<file path="src/aisc_defines.vh">
// Constants of the analog input scaling block: dictionary entries,
// reset values and the fixed figures of the physical scales.
// Assumes inclusion by bare name from the design files of this block.
`ifndef AISC_DEFINES_VH
`define AISC_DEFINES_VH

// ============================================================
// Dictionary indices of the three tables.
`define AISC_IDX_SCALED     16'h3320
`define AISC_IDX_OFFSET     16'h3321
`define AISC_IDX_DIVISOR    16'h3322

// ============================================================
// Subindices shared by all three tables.
`define AISC_SUB_COUNT      8'h00
`define AISC_SUB_CH1        8'h01
`define AISC_SUB_CH2        8'h02

// ============================================================
// Reset and fixed values.
`define AISC_CHAN_COUNT     8'h02
`define AISC_SCALED_RST     32'h00000000
`define AISC_OFFSET_RST     32'h00000000
`define AISC_DIVISOR_RST    32'h00000001
`define AISC_DIVISOR_BAD    32'h00000000

// ============================================================
// Physical scales: full span of 1024 digits is two to the tenth.
`define AISC_SPAN_SHIFT     10
`define AISC_FULL_MV        17'h02710
`define AISC_FULL_UA        17'h04e20

`endif

</file>
<file path="src/aisc_div.v">
// Sequential signed divider, one quotient bit per clock.
// Assumes a non-zero divisor and a start only while not busy.
`timescale 1ns/1ns
`default_nettype none

module aisc_div #(
    parameter W = 32                      // Operand width.
) (
    input  wire         core_clk,         // Block clock.
    input  wire         rst,              // Synchronous reset, high.
    input  wire         start,            // Take operands this cycle.
    input  wire [W-1:0] dividend,         // Signed dividend.
    input  wire [W-1:0] divisor,          // Signed divisor, not zero.
    output wire         busy,             // Division in progress.
    output wire         done,             // Quotient valid, one cycle.
    output wire [W-1:0] quotient          // Signed quotient.
);

    localparam CW = $clog2(W + 1);
    localparam [CW-1:0] STEPS = W;
    localparam [CW-1:0] ONE   = 1;

    reg [W-1:0]  quo_q;
    reg [W-1:0]  rem_q;
    reg [W-1:0]  den_q;
    reg [W-1:0]  res_q;
    reg [CW-1:0] cnt_q;
    reg          neg_q;
    reg          busy_q;
    reg          done_q;

    // Trial subtraction of the divisor from the shifted remainder.
    wire [W:0]   trial = {rem_q, quo_q[W-1]} - {1'b0, den_q};
    wire         fits  = ~trial[W];
    wire [W-1:0] qnext = {quo_q[W-2:0], fits};

    // Magnitudes are divided and the sign applied last, which makes
    // the quotient truncate toward zero.
    always @(posedge core_clk) begin
        if (rst) begin
            quo_q  <= {W{1'b0}};
            rem_q  <= {W{1'b0}};
            den_q  <= {W{1'b0}};
            res_q  <= {W{1'b0}};
            cnt_q  <= {CW{1'b0}};
            neg_q  <= 1'b0;
            busy_q <= 1'b0;
            done_q <= 1'b0;
        end else begin
            done_q <= 1'b0;
            if (start && !busy_q) begin
                quo_q  <= dividend[W-1] ? -dividend : dividend;
                den_q  <= divisor[W-1] ? -divisor : divisor;
                neg_q  <= dividend[W-1] ^ divisor[W-1];
                rem_q  <= {W{1'b0}};
                cnt_q  <= STEPS;
                busy_q <= 1'b1;
            end else if (busy_q) begin
                quo_q <= qnext;
                rem_q <= fits ? trial[W-1:0] : {rem_q[W-2:0], quo_q[W-1]};
                cnt_q <= cnt_q - ONE;
                if (cnt_q == ONE) begin
                    busy_q <= 1'b0;
                    done_q <= 1'b1;
                    res_q  <= neg_q ? -qnext : qnext;
                end
            end
        end
    end

    assign busy     = busy_q;
    assign done     = done_q;
    assign quotient = res_q;

endmodule // aisc_div

`default_nettype wire

</file>
<file path="src/aisc_scaling.v">
// Analog input scaling: two channels of raw converter samples are
// corrected by a signed offset, divided by a signed divisor and shown
// as signed 32-bit values through the object dictionary port.
// Assumes converter samples arrive on core_clk; the mode pins do not.
//
// Operation
// (RQ1) Two channels; each table counts two.
// (RQ2) Scaled value per channel, signed 32-bit, read-only.
// (RQ3) Offset is added before the division.
// (RQ4) Corrected reading divided; quotient becomes scaled value.
// (RQ5) Zero divisor is refused; software never writes it.
// (RQ6) Reset: offsets zero, divisors one.
// (RQ7) Voltage input: digits times 10 V over 1024.
// (RQ8) Current input: digits times 20 mA over 1024.
// (RQ9) Per-channel signed offset, readable and writable.
// (RQ10) Per-channel signed divisor, readable and writable.
// (RQ11) Truncate toward zero; recompute on each sample; code keeps only the latest of samples waiting for the divider.
`include "aisc_defines.vh"
`timescale 1ns/1ns
`default_nettype none

module aisc_scaling #(
    parameter ADC_W = 16                  // Converter sample width.
) (
    input  wire             core_clk,     // Block clock, 125 MHz.
    input  wire             rst,          // Synchronous reset, high.
    input  wire             adc_valid,    // New converter sample.
    input  wire             adc_chan,     // Sample channel, 0 is ch1.
    input  wire [ADC_W-1:0] adc_data,     // Signed raw digits.
    input  wire [1:0]       ch_current,   // Pin per channel: 1 current.
    input  wire [15:0]      od_index,     // Dictionary index.
    input  wire [7:0]       od_sub,       // Dictionary subindex.
    input  wire             od_wr,        // Write request, one cycle.
    input  wire             od_rd,        // Read request, one cycle.
    input  wire [31:0]      od_wdata,     // Write data.
    output reg              od_ack,       // Request done, one cycle.
    output reg              od_abort,     // Request refused, with ack.
    output reg  [31:0]      od_rdata,     // Read data, held.
    output reg  [31:0]      scaled_ch1,   // Scaled value, channel 1.
    output reg  [31:0]      scaled_ch2,   // Scaled value, channel 2.
    output reg  [1:0]       scaled_upd,   // Scaled value renewed.
    output reg  [31:0]      phys_ch1,     // Millivolts or microamps.
    output reg  [31:0]      phys_ch2      // Millivolts or microamps.
);

    // ============================================================
    // State of the two channels.
    reg [31:0] off_q [0:1];               // Signed offsets.
    reg [31:0] div_q [0:1];               // Signed divisors.
    reg [31:0] raw_q [0:1];               // Latest raw sample.
    reg [1:0]  pend_q;                    // Sample waits for divider.
    reg [1:0]  mode_s1_q;                 // Mode pin synchroniser.
    reg [1:0]  mode_s2_q;
    reg [1:0]  mode_s3_q;
    reg [1:0]  mode_q;                    // Settled channel modes.

    // ============================================================
    // Sample extension and physical scale.

    // Raw digits sign-extended to the width of the arithmetic.
    wire [31:0] smp_ext = {{(32-ADC_W){adc_data[ADC_W-1]}}, adc_data};

    // Full-scale figure of the channel that sends this sample.
    wire [16:0] full_scale = mode_q[adc_chan] ? `AISC_FULL_UA   // RQ8
                                              : `AISC_FULL_MV;  // RQ7

    // Digits times full scale; dropping ten bits divides by 1024.
    wire signed [48:0] phys_prod = $signed(smp_ext) *
                                   $signed({1'b0, full_scale});
    wire [31:0] phys_val = phys_prod[`AISC_SPAN_SHIFT+31:`AISC_SPAN_SHIFT];

    // ============================================================
    // Divider per channel.
    wire [1:0]  dv_busy;
    wire [1:0]  dv_done;
    wire [31:0] dv_quot [0:1];
    wire [1:0]  dv_start;
    wire [31:0] dv_num  [0:1];

    // A waiting sample starts its division as soon as the divider is
    // free; a burst of samples collapses onto the latest one.
    assign dv_start = pend_q & ~dv_busy;                        // RQ11
    // The offset is applied to the raw reading ahead of the divide.
    assign dv_num[0] = raw_q[0] + off_q[0];                     // RQ3
    assign dv_num[1] = raw_q[1] + off_q[1];                     // RQ3

    aisc_div #(
        .W        (32)
    ) u_div_ch1 (
        .core_clk (core_clk),
        .rst      (rst),
        .start    (dv_start[0]),
        .dividend (dv_num[0]),
        .divisor  (div_q[0]),
        .busy     (dv_busy[0]),
        .done     (dv_done[0]),
        .quotient (dv_quot[0])
    );

    aisc_div #(
        .W        (32)
    ) u_div_ch2 (
        .core_clk (core_clk),
        .rst      (rst),
        .start    (dv_start[1]),
        .dividend (dv_num[1]),
        .divisor  (div_q[1]),
        .busy     (dv_busy[1]),
        .done     (dv_done[1]),
        .quotient (dv_quot[1])
    );

    // ============================================================
    // Mode pins.

    // Three stages; the settled mode follows once stages two and three
    // agree, so a pin caught mid-change is not taken.
    always @(posedge core_clk) begin
        if (rst) begin
            mode_s1_q <= 2'h0;
            mode_s2_q <= 2'h0;
            mode_s3_q <= 2'h0;
            mode_q    <= 2'h0;
        end else begin
            mode_s1_q <= ch_current;
            mode_s2_q <= mode_s1_q;
            mode_s3_q <= mode_s2_q;
            if (mode_s2_q == mode_s3_q) begin
                mode_q <= mode_s3_q;
            end
        end
    end

    // ============================================================
    // Sample capture and result presentation.

    // Sample strobes of the two channels.
    wire smp_ch1 = adc_valid & ~adc_chan;
    wire smp_ch2 = adc_valid &  adc_chan;

    // A new sample sets the waiting flag even in the cycle in which
    // the divider takes the previous one, so the new sample stays waiting.
    always @(posedge core_clk) begin
        if (rst) begin
            raw_q[0] <= 32'h00000000;
            raw_q[1] <= 32'h00000000;
            pend_q   <= 2'h0;
        end else begin
            if (smp_ch1) begin
                raw_q[0]  <= smp_ext;
                pend_q[0] <= 1'b1;                              // RQ11
            end else if (dv_start[0]) begin
                pend_q[0] <= 1'b0;
            end
            if (smp_ch2) begin
                raw_q[1]  <= smp_ext;
                pend_q[1] <= 1'b1;                              // RQ11
            end else if (dv_start[1]) begin
                pend_q[1] <= 1'b0;
            end
        end
    end

    // Physical readings follow each sample of their channel at once;
    // they use the raw digits, untouched by offset and divisor.
    always @(posedge core_clk) begin
        if (rst) begin
            phys_ch1 <= 32'h00000000;
            phys_ch2 <= 32'h00000000;
        end else begin
            if (smp_ch1) begin
                phys_ch1 <= phys_val;                           // RQ7
            end
            if (smp_ch2) begin
                phys_ch2 <= phys_val;                           // RQ8
            end
        end
    end

    // The quotient is stored as the presented scaled value, and the
    // renewal pulse stands for the one cycle after each result.
    always @(posedge core_clk) begin
        if (rst) begin
            scaled_ch1 <= `AISC_SCALED_RST;
            scaled_ch2 <= `AISC_SCALED_RST;
            scaled_upd <= 2'h0;
        end else begin
            if (dv_done[0]) begin
                scaled_ch1 <= dv_quot[0];                       // RQ4
            end
            if (dv_done[1]) begin
                scaled_ch2 <= dv_quot[1];                       // RQ4
            end
            scaled_upd <= dv_done;                              // RQ2
        end
    end

    // ============================================================
    // Object dictionary port.

    // Entry decode shared by reads and writes.
    wire idx_scaled  = (od_index == `AISC_IDX_SCALED);
    wire idx_offset  = (od_index == `AISC_IDX_OFFSET);
    wire idx_divisor = (od_index == `AISC_IDX_DIVISOR);
    wire idx_any     = idx_scaled | idx_offset | idx_divisor;
    wire sub_cnt     = (od_sub == `AISC_SUB_COUNT);
    wire sub_ch      = (od_sub == `AISC_SUB_CH1) ||
                       (od_sub == `AISC_SUB_CH2);
    wire sub_ix      = (od_sub == `AISC_SUB_CH2);
    // Write data checked against the forbidden divisor value.
    wire div_ok      = (od_wdata != `AISC_DIVISOR_BAD);

    // Accepted requests; a write in the same cycle shadows a read.
    wire wr_off = od_wr && idx_offset && sub_ch;                // RQ9
    wire wr_div = od_wr && idx_divisor && sub_ch && div_ok;     // RQ5
    wire rd_cnt = od_rd && !od_wr && idx_any && sub_cnt;        // RQ1
    wire rd_ch  = od_rd && !od_wr && idx_any && sub_ch;

    // Word of the addressed channel entry, taken on a good read.
    reg [31:0] rd_word;
    always @* begin
        if (idx_scaled) begin
            rd_word = sub_ix ? scaled_ch2 : scaled_ch1;         // RQ2
        end else if (idx_offset) begin
            rd_word = off_q[sub_ix];                            // RQ9
        end else begin
            rd_word = div_q[sub_ix];                            // RQ10
        end
    end

    // Offsets and divisors start as identity scaling; refused writes
    // leave them alone.
    always @(posedge core_clk) begin
        if (rst) begin
            off_q[0] <= `AISC_OFFSET_RST;                       // RQ6
            off_q[1] <= `AISC_OFFSET_RST;                       // RQ6
            div_q[0] <= `AISC_DIVISOR_RST;                      // RQ6
            div_q[1] <= `AISC_DIVISOR_RST;                      // RQ6
        end else begin
            if (wr_off) begin
                off_q[sub_ix] <= od_wdata;                      // RQ9
            end
            if (wr_div) begin
                div_q[sub_ix] <= od_wdata;                      // RQ10
            end
        end
    end

    // Every request is answered one cycle later; writes to counts, scaled
    // values and zero divisors, and any access to unknown entries, are refused.
    always @(posedge core_clk) begin
        if (rst) begin
            od_ack   <= 1'b0;
            od_abort <= 1'b0;
            od_rdata <= 32'h00000000;
        end else begin
            od_ack   <= od_wr | od_rd;
            od_abort <= (od_wr && !wr_off && !wr_div) ||        // RQ5
                        (od_rd && !od_wr && !rd_cnt && !rd_ch);
            if (rd_cnt) begin
                od_rdata <= {24'h000000, `AISC_CHAN_COUNT};     // RQ1
            end else if (rd_ch) begin
                od_rdata <= rd_word;                            // RQ2
            end
        end
    end

endmodule // aisc_scaling

`default_nettype wire

</file>
<file path="config.mk">
export PLATFORM = sky130hd
export DESIGN_NAME = aisc_scaling
export DESIGN_NICKNAME = d
export VERILOG_FILES = /design/src/aisc_div.v /design/src/aisc_scaling.v
export VERILOG_INCLUDE_DIRS = /design/src
export SDC_FILE = /design/constraint.sdc
export NUM_CORES = 2
export LEC_CHECK = 0
export BUFFER_PORTS_ARGS = -buffer_cell sky130_fd_sc_hd__clkbuf_2
export CORE_MARGIN = 2
export CORE_UTILIZATION = 55
export CTS_BUF_LIST = sky130_fd_sc_hd__clkbuf_16
export DETAILED_ROUTE_END_ITERATION = 12
export PLACE_DENSITY = 0.76
export REMOVE_ABC_BUFFERS = 1
export SLEW_MARGIN = 20
export SYNTH_ARGS = -nofsm -noshare
export SYNTH_HDL_FRONTEND = slang
export SYNTH_SLANG_ARGS = --single-unit
</file>
<file path="constraint.sdc">
create_clock -name core_clk -period 6.25 [get_ports core_clk]
set_input_delay 0.3125 -clock core_clk [delete_from_list [all_inputs] [get_ports core_clk]]
set_output_delay 0.3125 -clock core_clk [all_outputs]
set_load 0.02 [all_outputs]
</file>
; ---- Word level (Yosys, flattened, before mapping)
; Memory sizes are Yosys's and may differ from the RTL's.
; Cells that the tools add are included.
; Widths: inputs -> output; s select.
[word_totals]
reg_bits = 448
ram_bits = 192
input_bits = 80
output_inout_bits = 164
wordCells = 174
mem_count = 3
[mem_list]
columns = memory, depth, width, read_ports, rd_clocked_by_memory_dff, wr, line_no
row1 = div_q, 2, 32, 3, 0, 2, aisc_scaling.v:49  ; reg [31:0] div_q [0:1];
row2 = off_q, 2, 32, 3, 0, 2, aisc_scaling.v:48  ; reg [31:0] off_q [0:1];
row3 = raw_q, 2, 32, 2, 0, 2, aisc_scaling.v:50  ; reg [31:0] raw_q [0:1];
[op_classes]
add_sub_neg = 12
n_mul = 1
n_lt_le_gt_ge = 1
n_eq_ne = 8
muxes = 58
n_bitwise = 18
n_reduce_logical = 40
[ops]
columns = operator, n
row1 = $mux 32, 19
row2 = $neg 32->32, 6
row3 = $sub 33x32->33, 2
row4 = $add 32x32->32, 2
row5 = $reduce_or 32->1, 2
row6 = $eq 16x14->1 const B, 3
row7 = $mul 16x16->32, 1
row8 = $mux 1, 32
row9 = $reduce_bool 32->1, 1
row10 = $mux 6, 4
row11 = $logic_and 1x1->1, 15
row12 = $mux 15, 1
row13 = $eq 6x1->1 const B, 2
row14 = $sub 6x1->6 const B, 2
row15 = $reduce_bool 2->1, 5
row16 = $eq 8x1->1 const B, 1
row17 = $eq 8x2->1 const B, 1
row18 = $logic_not 8->1, 1
row19 = $logic_not 1->1, 7
row20 = $not 1->1, 7
row21 = $reduce_and 3->1, 2
row22 = $reduce_or 2->1, 3
row23 = $reduce_or 3->1, 2
row24 = $or 1x1->1, 5
row25 = other kinds (8), 12

; ---- Logic depth before layout (Yosys ltp)
[depth]
depth_word = 9
ltp_mapped = 25
mapped_depth_nobuf = 24

; ---- Cells and area by module
; A second synthesis with hierarchy kept.
[unflattened]
cells_unflattened = 4483
area_unflattened_um2 = 39596.7
[by_module_without_submodules]
columns = mod, n_inst, cells_per_inst, area_each_um2, seq_area_each_um2
row1 = aisc_scaling, 1, 2159, 21379.3, 7887.6
row2 = aisc_div (u_div_ch2), 1, 1170, 9157.5, 2742.6
row3 = aisc_div (u_div_ch1), 1, 1154, 9059.9, 2742.6

; ---- Worst setup path before layout
; No wires, ideal clock.
[synth_timing]
path_type = input port to flip-flop
start = input port adc_chan
end = register phys_ch1[30]
setup_time_ns = 0.123
t_arrival_ns = 6.266
required_ns = 6.127
slack_ns = -0.139
cell_stages = 24
path_buffers = 1
path_cell_list = mux2i_1 clkbuf_1 and2_1 ha_1 fa_1 inv_1 fa_1 inv_1 fa_1 fa_1 ha_1 ha_1 nand3_1 o22ai_1 a2111oi_0 nand3b_1 a21boi_0 o311a_1 o41ai_1 o21ai_0 o41ai_1 o21ai_0 xnor2_1 o21ai_0
[synth_via]
elab_chain_cells = 4
elab_cells_between_ends = 6
cone_classes = mul: 1 / mux: 3 / bitwise: 2
[synth_lines]
columns = item, line_no
row1 = from (decl), aisc_scaling.v:28  ; input wire adc_chan,
row2 = $mux 1 (not written as such) (2 in series), aisc_scaling.v:64  ; wire [16:0] full_scale = mode_q[adc_chan] ? `AISC_FULL_UA
row3 = $mux 15 (no line), --
row4 = $mul 16x16->32, aisc_scaling.v:68  ; wire signed [48:0] phys_prod = $signed(smp_ext) *
row5 = to (signal assigned), aisc_scaling.v:172  ; phys_ch1 <= phys_val;
row6 = to (decl), aisc_scaling.v:42  ; output reg [31:0] phys_ch1,
; Parallel ways exist; a longest one is shown, timed or not. The select of a mux whose other input is x is not followed.
; A chain may end at the register's enable or synchronous reset.

; ---- Worst setup path in the final report
[layout_timing]
start = register mode_q[0]
end = register phys_ch2[20]
[layout_via]
elab_chain_cells = 4
[layout_lines]
columns = item, line_no
row1 = from (decl), aisc_scaling.v:55  ; reg [1:0] mode_q;
row2 = from (signal assigned), aisc_scaling.v:129  ; mode_q <= mode_s3_q;
row3 = $mux 1 (not written as such) (2 in series), aisc_scaling.v:64
row4 = $mux 15 (no line), --
row5 = $mul 16x16->32, aisc_scaling.v:68
row6 = to (signal assigned), aisc_scaling.v:175  ; phys_ch2 <= phys_val;
row7 = to (decl), aisc_scaling.v:43  ; output reg [31:0] phys_ch2
; Every way passes these cells. The select of a mux whose other input is x is not followed.

==> impl_summary.txt <==
----------------------------------------------------
[Status]
  Status ... complete, no violations

[Global routing]
  GR Overflow Total ... 0
  Largest net degree at the start of global routing ... 72
  First-pass GRT wire length ... 176 mm
  Antenna violations before repair ... 16
  Vias in the first global route ... 31900
  Total GRT Usage ... 0.300

[Logic synthesis]
  Post-synthesis instance area ... 39000 um^2
  Compound-cell area share of the yosys netlist ... 0.188
  Mux cell area share after synthesis ... 0.0390
  Synth top area cells ... sky130_fd_sc_hd__dfxtp_1 (22%), sky130_fd_sc_hd__edfxtp_1 (12%), sky130_fd_sc_hd__ha_1 (7.7%), sky130_fd_sc_hd__fa_1 (5.5%), sky130_fd_sc_hd__nor2_1 (4.3%)
  Largest area contributor in the synthesized netlist ... sky130_fd_sc_hd__dfxtp_1
  Number of standard cells after synthesis ... 4456
  Share of the synthesized area in the top cell type ... 0.219
  Main combinational cell family by area after synthesis ... compound AO/OA/AOI/OAI gates
  Dominant register cell in the synthesized netlist ... sky130_fd_sc_hd__dfxtp_1
  Xor-xnor portion of the synthesized cell area ... 0.0644
  Flip-flop and latch count after synthesis ... 588
  Count of flip-flops with a built-in enable after synthesis ... 160
  Synth Area in Simple Gates ... 0.177
  Async SR Flop Fraction ... 0
  Adder and majority gate portion of the synthesized area ... 0.132
  Synthesized area per cell ... 8.76 um^2
  Total number of yosys warnings ... 0
  Fraction of the yosys area taken by sequential cells ... 0.342
  Synth cell types ... 89

[Drt]
  DRT Pass-1 Iters ... 8
  Via Count ... 33900
  Total DRC errors in the routed layout ... 0
  Final routed wirelength across all metal layers ... 113 mm
  Average via count per standard cell ... 5.98
  Remaining antenna violation count after routing ... 0
  Initial DRC Count ... 3024
  Detailed-route wire length per cell ... 19.9 um

[Finish]
  Post-route cell area ... 44400 um^2
  Post-layout utilization of the core ... 0.632
  Area delta synth->final ... 13.6%
  Post-layout nets ... 5098
  Registers with the highest flip-flop counts ... div_q x64, off_q x64
  Fraction of final layout cells with drive strength greater than 1 ... 0.130

[Worst setup path]
  Slowest CP cell ... sky130_fd_sc_hd__fa_1
  WP data arrival ... 6.56 ns
  Data required time at the worst endpoint ... 6.73 ns
  Worst Setup Start Kind ... flop
  Startpoint-to-endpoint class of the critical path ... reg -> reg
  Biggest cell delay along the critical path ... 0.58 ns
  Crit-path max FO ... 8
  Ordered list of cells on the worst path ... mux2_4 -> and2_4 -> ha_4 -> inv_2 -> fa_1 -> inv_2 -> fa_1 -> fa_1 -> fa_1 -> ha_4 -> ha_4 -> buf_6 -> o21a_1 -> nor2_2 -> nor2b_2 -> a21oi_2 -> o21ai_2 -> nor4_2 -> or3_4 -> a31oi_4 -> or4_1 -> a31oi_1 -> xor2_1 -> o21ai_1
  Category of the worst setup path capture point ... flop
  Most frequent CP cell ... sky130_fd_sc_hd__fa_1

[Placement]
  Global placement routability congestion ... 0.981
  Number of port buffers ... 243
  Worst slack at placement ... -0.653 ns
  Cell area after placement ... 41400 um^2
  Total half-perimeter wirelength after legalization and detailed placement ... 83.9 mm

[Floorplanning]
  # rows ... 97
  X dimension of the die ... 270 um
  Die boundary height ... 270 um
  Initial standard-cell utilization of the core ... 0.557
  Die ar. ... 73100 um^2
  Core Box Area ... 70100 um^2
  # IOs ... 244

[STA]
  Final setup skew ... 0.0261 ns
  Setup-failing EPs final ... 0
  Part of the cycle the worst path needs ... 0.974
  Unrepaired setup endpoints after global routing ... true
  Final worst slack ... 0.165 ns
  Max frequency ... 0.164 GHz
  Final critical delay including setup and external delays ... 6.09 ns
  Max-slew headroom ... 0.302
  Final Hold Fails ... 0
  Actual slew at the worst max-slew pin ... 1.05 ns
  Final count of pins violating max slew ... 0

[Clocking]
  Latest clock arrival within the worst-skew pair ... 0.63 ns
  Clock slew seen by the registers of the worst setup and hold paths ... 0.06 ns
  H-tree level count ... 3
  Clock root cell ... sky130_fd_sc_hd__clkbuf_16
  Max clock buf depth ... 3
  CTS Buf Count ... 67
  Clock Sink Count ... 588
  Clock tree from TritonCTS ... built

[Pwr]
  Static leakage ... 0.0182 uW
  Total power ... 14800 uW
  Power density of the placed cells ... 334 nW/um^2
  Worst IR drop on VDD ... 0.485 mV

[Worst hold path]
  Class of the tightest hold or removal check ... in -> reg

[Job]
  Max-cap violations ... 0

----------------------------------------------------
==> logic make-up (layout without fill, tap and decap cells) <==
group | count (synthesis) | in the layout
muxes | 152 | 152
and+or+nand+nor | 1409 | 1409
xor gates and xnor gates | 287 | 287
AOI/OAI and AO/OA | 1104 | 1104
buffers and inverters | 567 | 809
other | 2 | 38
adders and majority gates | 347 | 347
DFF | 588 | 588
==> area by class of cell <==
type	instances	area [um^2]
diodes	9	22.5
fillers	5944	25800
flip-flops and latches	588	13400
clock inverters	55	551
inverters	305	1140
well taps	940	1180
clock buffers	68	1700
multi-input cells	3328	24100
repair buffers	381	2310
==> per-stage QoR <==
step | cells | TNS, ns | hold WS (ns)
2_1_floorplan | 4221 | -72.13 | 0.382
3_3_place_gp | 5515 | -3.70 | 0.432
3_5_place_dp | 5515 | -4.06 | 0.437
4_1_cts | 5657 | -0.128 | 0.0268
5_1_grt | 5672 | -0.252 | 0.0490
6_report | 5674 | 0 | 0.0612
==> cell usage in the layout, fill, tap and decap left out, types with 28 or more instances in the layout <==
master                        n
sky130_fd_sc_hd__xor2_1     156
sky130_fd_sc_hd__nor2_1     441
sky130_fd_sc_hd__ha_1       221
sky130_fd_sc_hd__o22ai_1     28
sky130_fd_sc_hd__a211oi_1   207
sky130_fd_sc_hd__o21ai_0    177
sky130_fd_sc_hd__o31ai_1     47
sky130_fd_sc_hd__a31oi_1     53
sky130_fd_sc_hd__buf_4      128
sky130_fd_sc_hd__dfxtp_1    421
sky130_fd_sc_hd__nand2b_1    29
sky130_fd_sc_hd__inv_1      308
sky130_fd_sc_hd__clkbuf_16   68
sky130_fd_sc_hd__and2_1     212
sky130_fd_sc_hd__conb_1      29
sky130_fd_sc_hd__a21o_1      64
sky130_fd_sc_hd__edfxtp_1   160
sky130_fd_sc_hd__nor3_1      52
sky130_fd_sc_hd__a21oi_1    254
sky130_fd_sc_hd__nor2b_1     35
sky130_fd_sc_hd__nand2_1    313
sky130_fd_sc_hd__xnor2_1    128
sky130_fd_sc_hd__nand3_1     63
sky130_fd_sc_hd__or3_1       53
sky130_fd_sc_hd__fa_1       103
sky130_fd_sc_hd__clkbuf_2   242
sky130_fd_sc_hd__mux2i_1    150
sky130_fd_sc_hd__a22o_1      35
==> routing by layer <==
layer,vias to the layer above,track usage,share of wire
li1,16200,-,-
met1,16300,0.381,0.40
met2,1186,0.495,0.47
met3,262,0.0578,0.074
met4,14,0.136,0.048
met5,-,0,0.00078
==> power by group <==
| group | internal, uW | switching, uW | total, uW |
|---|---|---|---|
| combinational | 2860 | 3520 | 6380 |
| clock | 2340 | 1680 | 4020 |
| sequential | 4170 | 247 | 4420 |
| total | 9370 | 5450 | 14800 |
==> cells in the mapped netlist (14+ instances only) <==
library cell,number
sky130_fd_sc_hd__edfxtp_1,160
sky130_fd_sc_hd__xor2_1,156
sky130_fd_sc_hd__nand4_1,20
sky130_fd_sc_hd__or3_1,54
sky130_fd_sc_hd__a22oi_1,18
sky130_fd_sc_hd__buf_1,14
sky130_fd_sc_hd__mux2i_1,150
sky130_fd_sc_hd__a21o_1,64
sky130_fd_sc_hd__fa_1,107
sky130_fd_sc_hd__nor2_1,446
sky130_fd_sc_hd__o21a_1,22
sky130_fd_sc_hd__clkbuf_1,219
sky130_fd_sc_hd__o21bai_1,17
sky130_fd_sc_hd__xnor2_1,131
sky130_fd_sc_hd__nor2b_1,37
sky130_fd_sc_hd__a22o_1,35
sky130_fd_sc_hd__dfxtp_1,428
sky130_fd_sc_hd__nand3_1,64
sky130_fd_sc_hd__and3_1,26
sky130_fd_sc_hd__and2_1,220
sky130_fd_sc_hd__nor3b_1,19
sky130_fd_sc_hd__a211oi_1,207
sky130_fd_sc_hd__o21ai_0,185
sky130_fd_sc_hd__a311oi_1,23
sky130_fd_sc_hd__o211ai_1,16
sky130_fd_sc_hd__o31ai_1,47
sky130_fd_sc_hd__o22ai_1,29
sky130_fd_sc_hd__inv_1,304
sky130_fd_sc_hd__nor4_1,28
sky130_fd_sc_hd__a31oi_1,54
sky130_fd_sc_hd__nand2b_1,29
sky130_fd_sc_hd__or4_1,22
sky130_fd_sc_hd__buf_4,20
sky130_fd_sc_hd__nand3b_1,14
sky130_fd_sc_hd__a21oi_1,261
sky130_fd_sc_hd__or2_2,32
sky130_fd_sc_hd__nor3_1,54
sky130_fd_sc_hd__nand2_1,314
sky130_fd_sc_hd__ha_1,240
sky130_fd_sc_hd__o41ai_1,26
==> final timing paths <==
kind	to	depth (start not counted)	slack (ns)	from
min reg2reg	mode_s2_q[1]	1	0.45	mode_s1_q[1]
max	phys_ch2[20]	24	0.16	mode_q[0]
max reg2reg	phys_ch2[20]	24	0.16	mode_q[0]
min	div_q[1][28]	2	0.06	od_wdata[28]
==> timing repair <==
action                     4_1_cts  5_1_grt
pin swaps                       38       43
setup buffers                   14        7
hold endpoints to repair         4        0
setup endpoints to repair        9       10
hold buffers                     5        0
resized for setup               54       38
==> worst max-delay path: cells and delay by family (launching register included) <==
| family | cells | cell delay, ns |
|---|---|---|
| adders and majority gates | 7 | 2.77 |
| and+or+nand+nor | 6 | 1.28 |
| AOI/OAI and AO/OA | 6 | 0.83 |
| muxes | 1 | 0.33 |
| DFF | 1 | 0.32 |
| xor gates and xnor gates | 1 | 0.22 |
| buffers and inverters | 3 | 0.19 |
No activity file was read; power rests on OpenSTA's default activity.
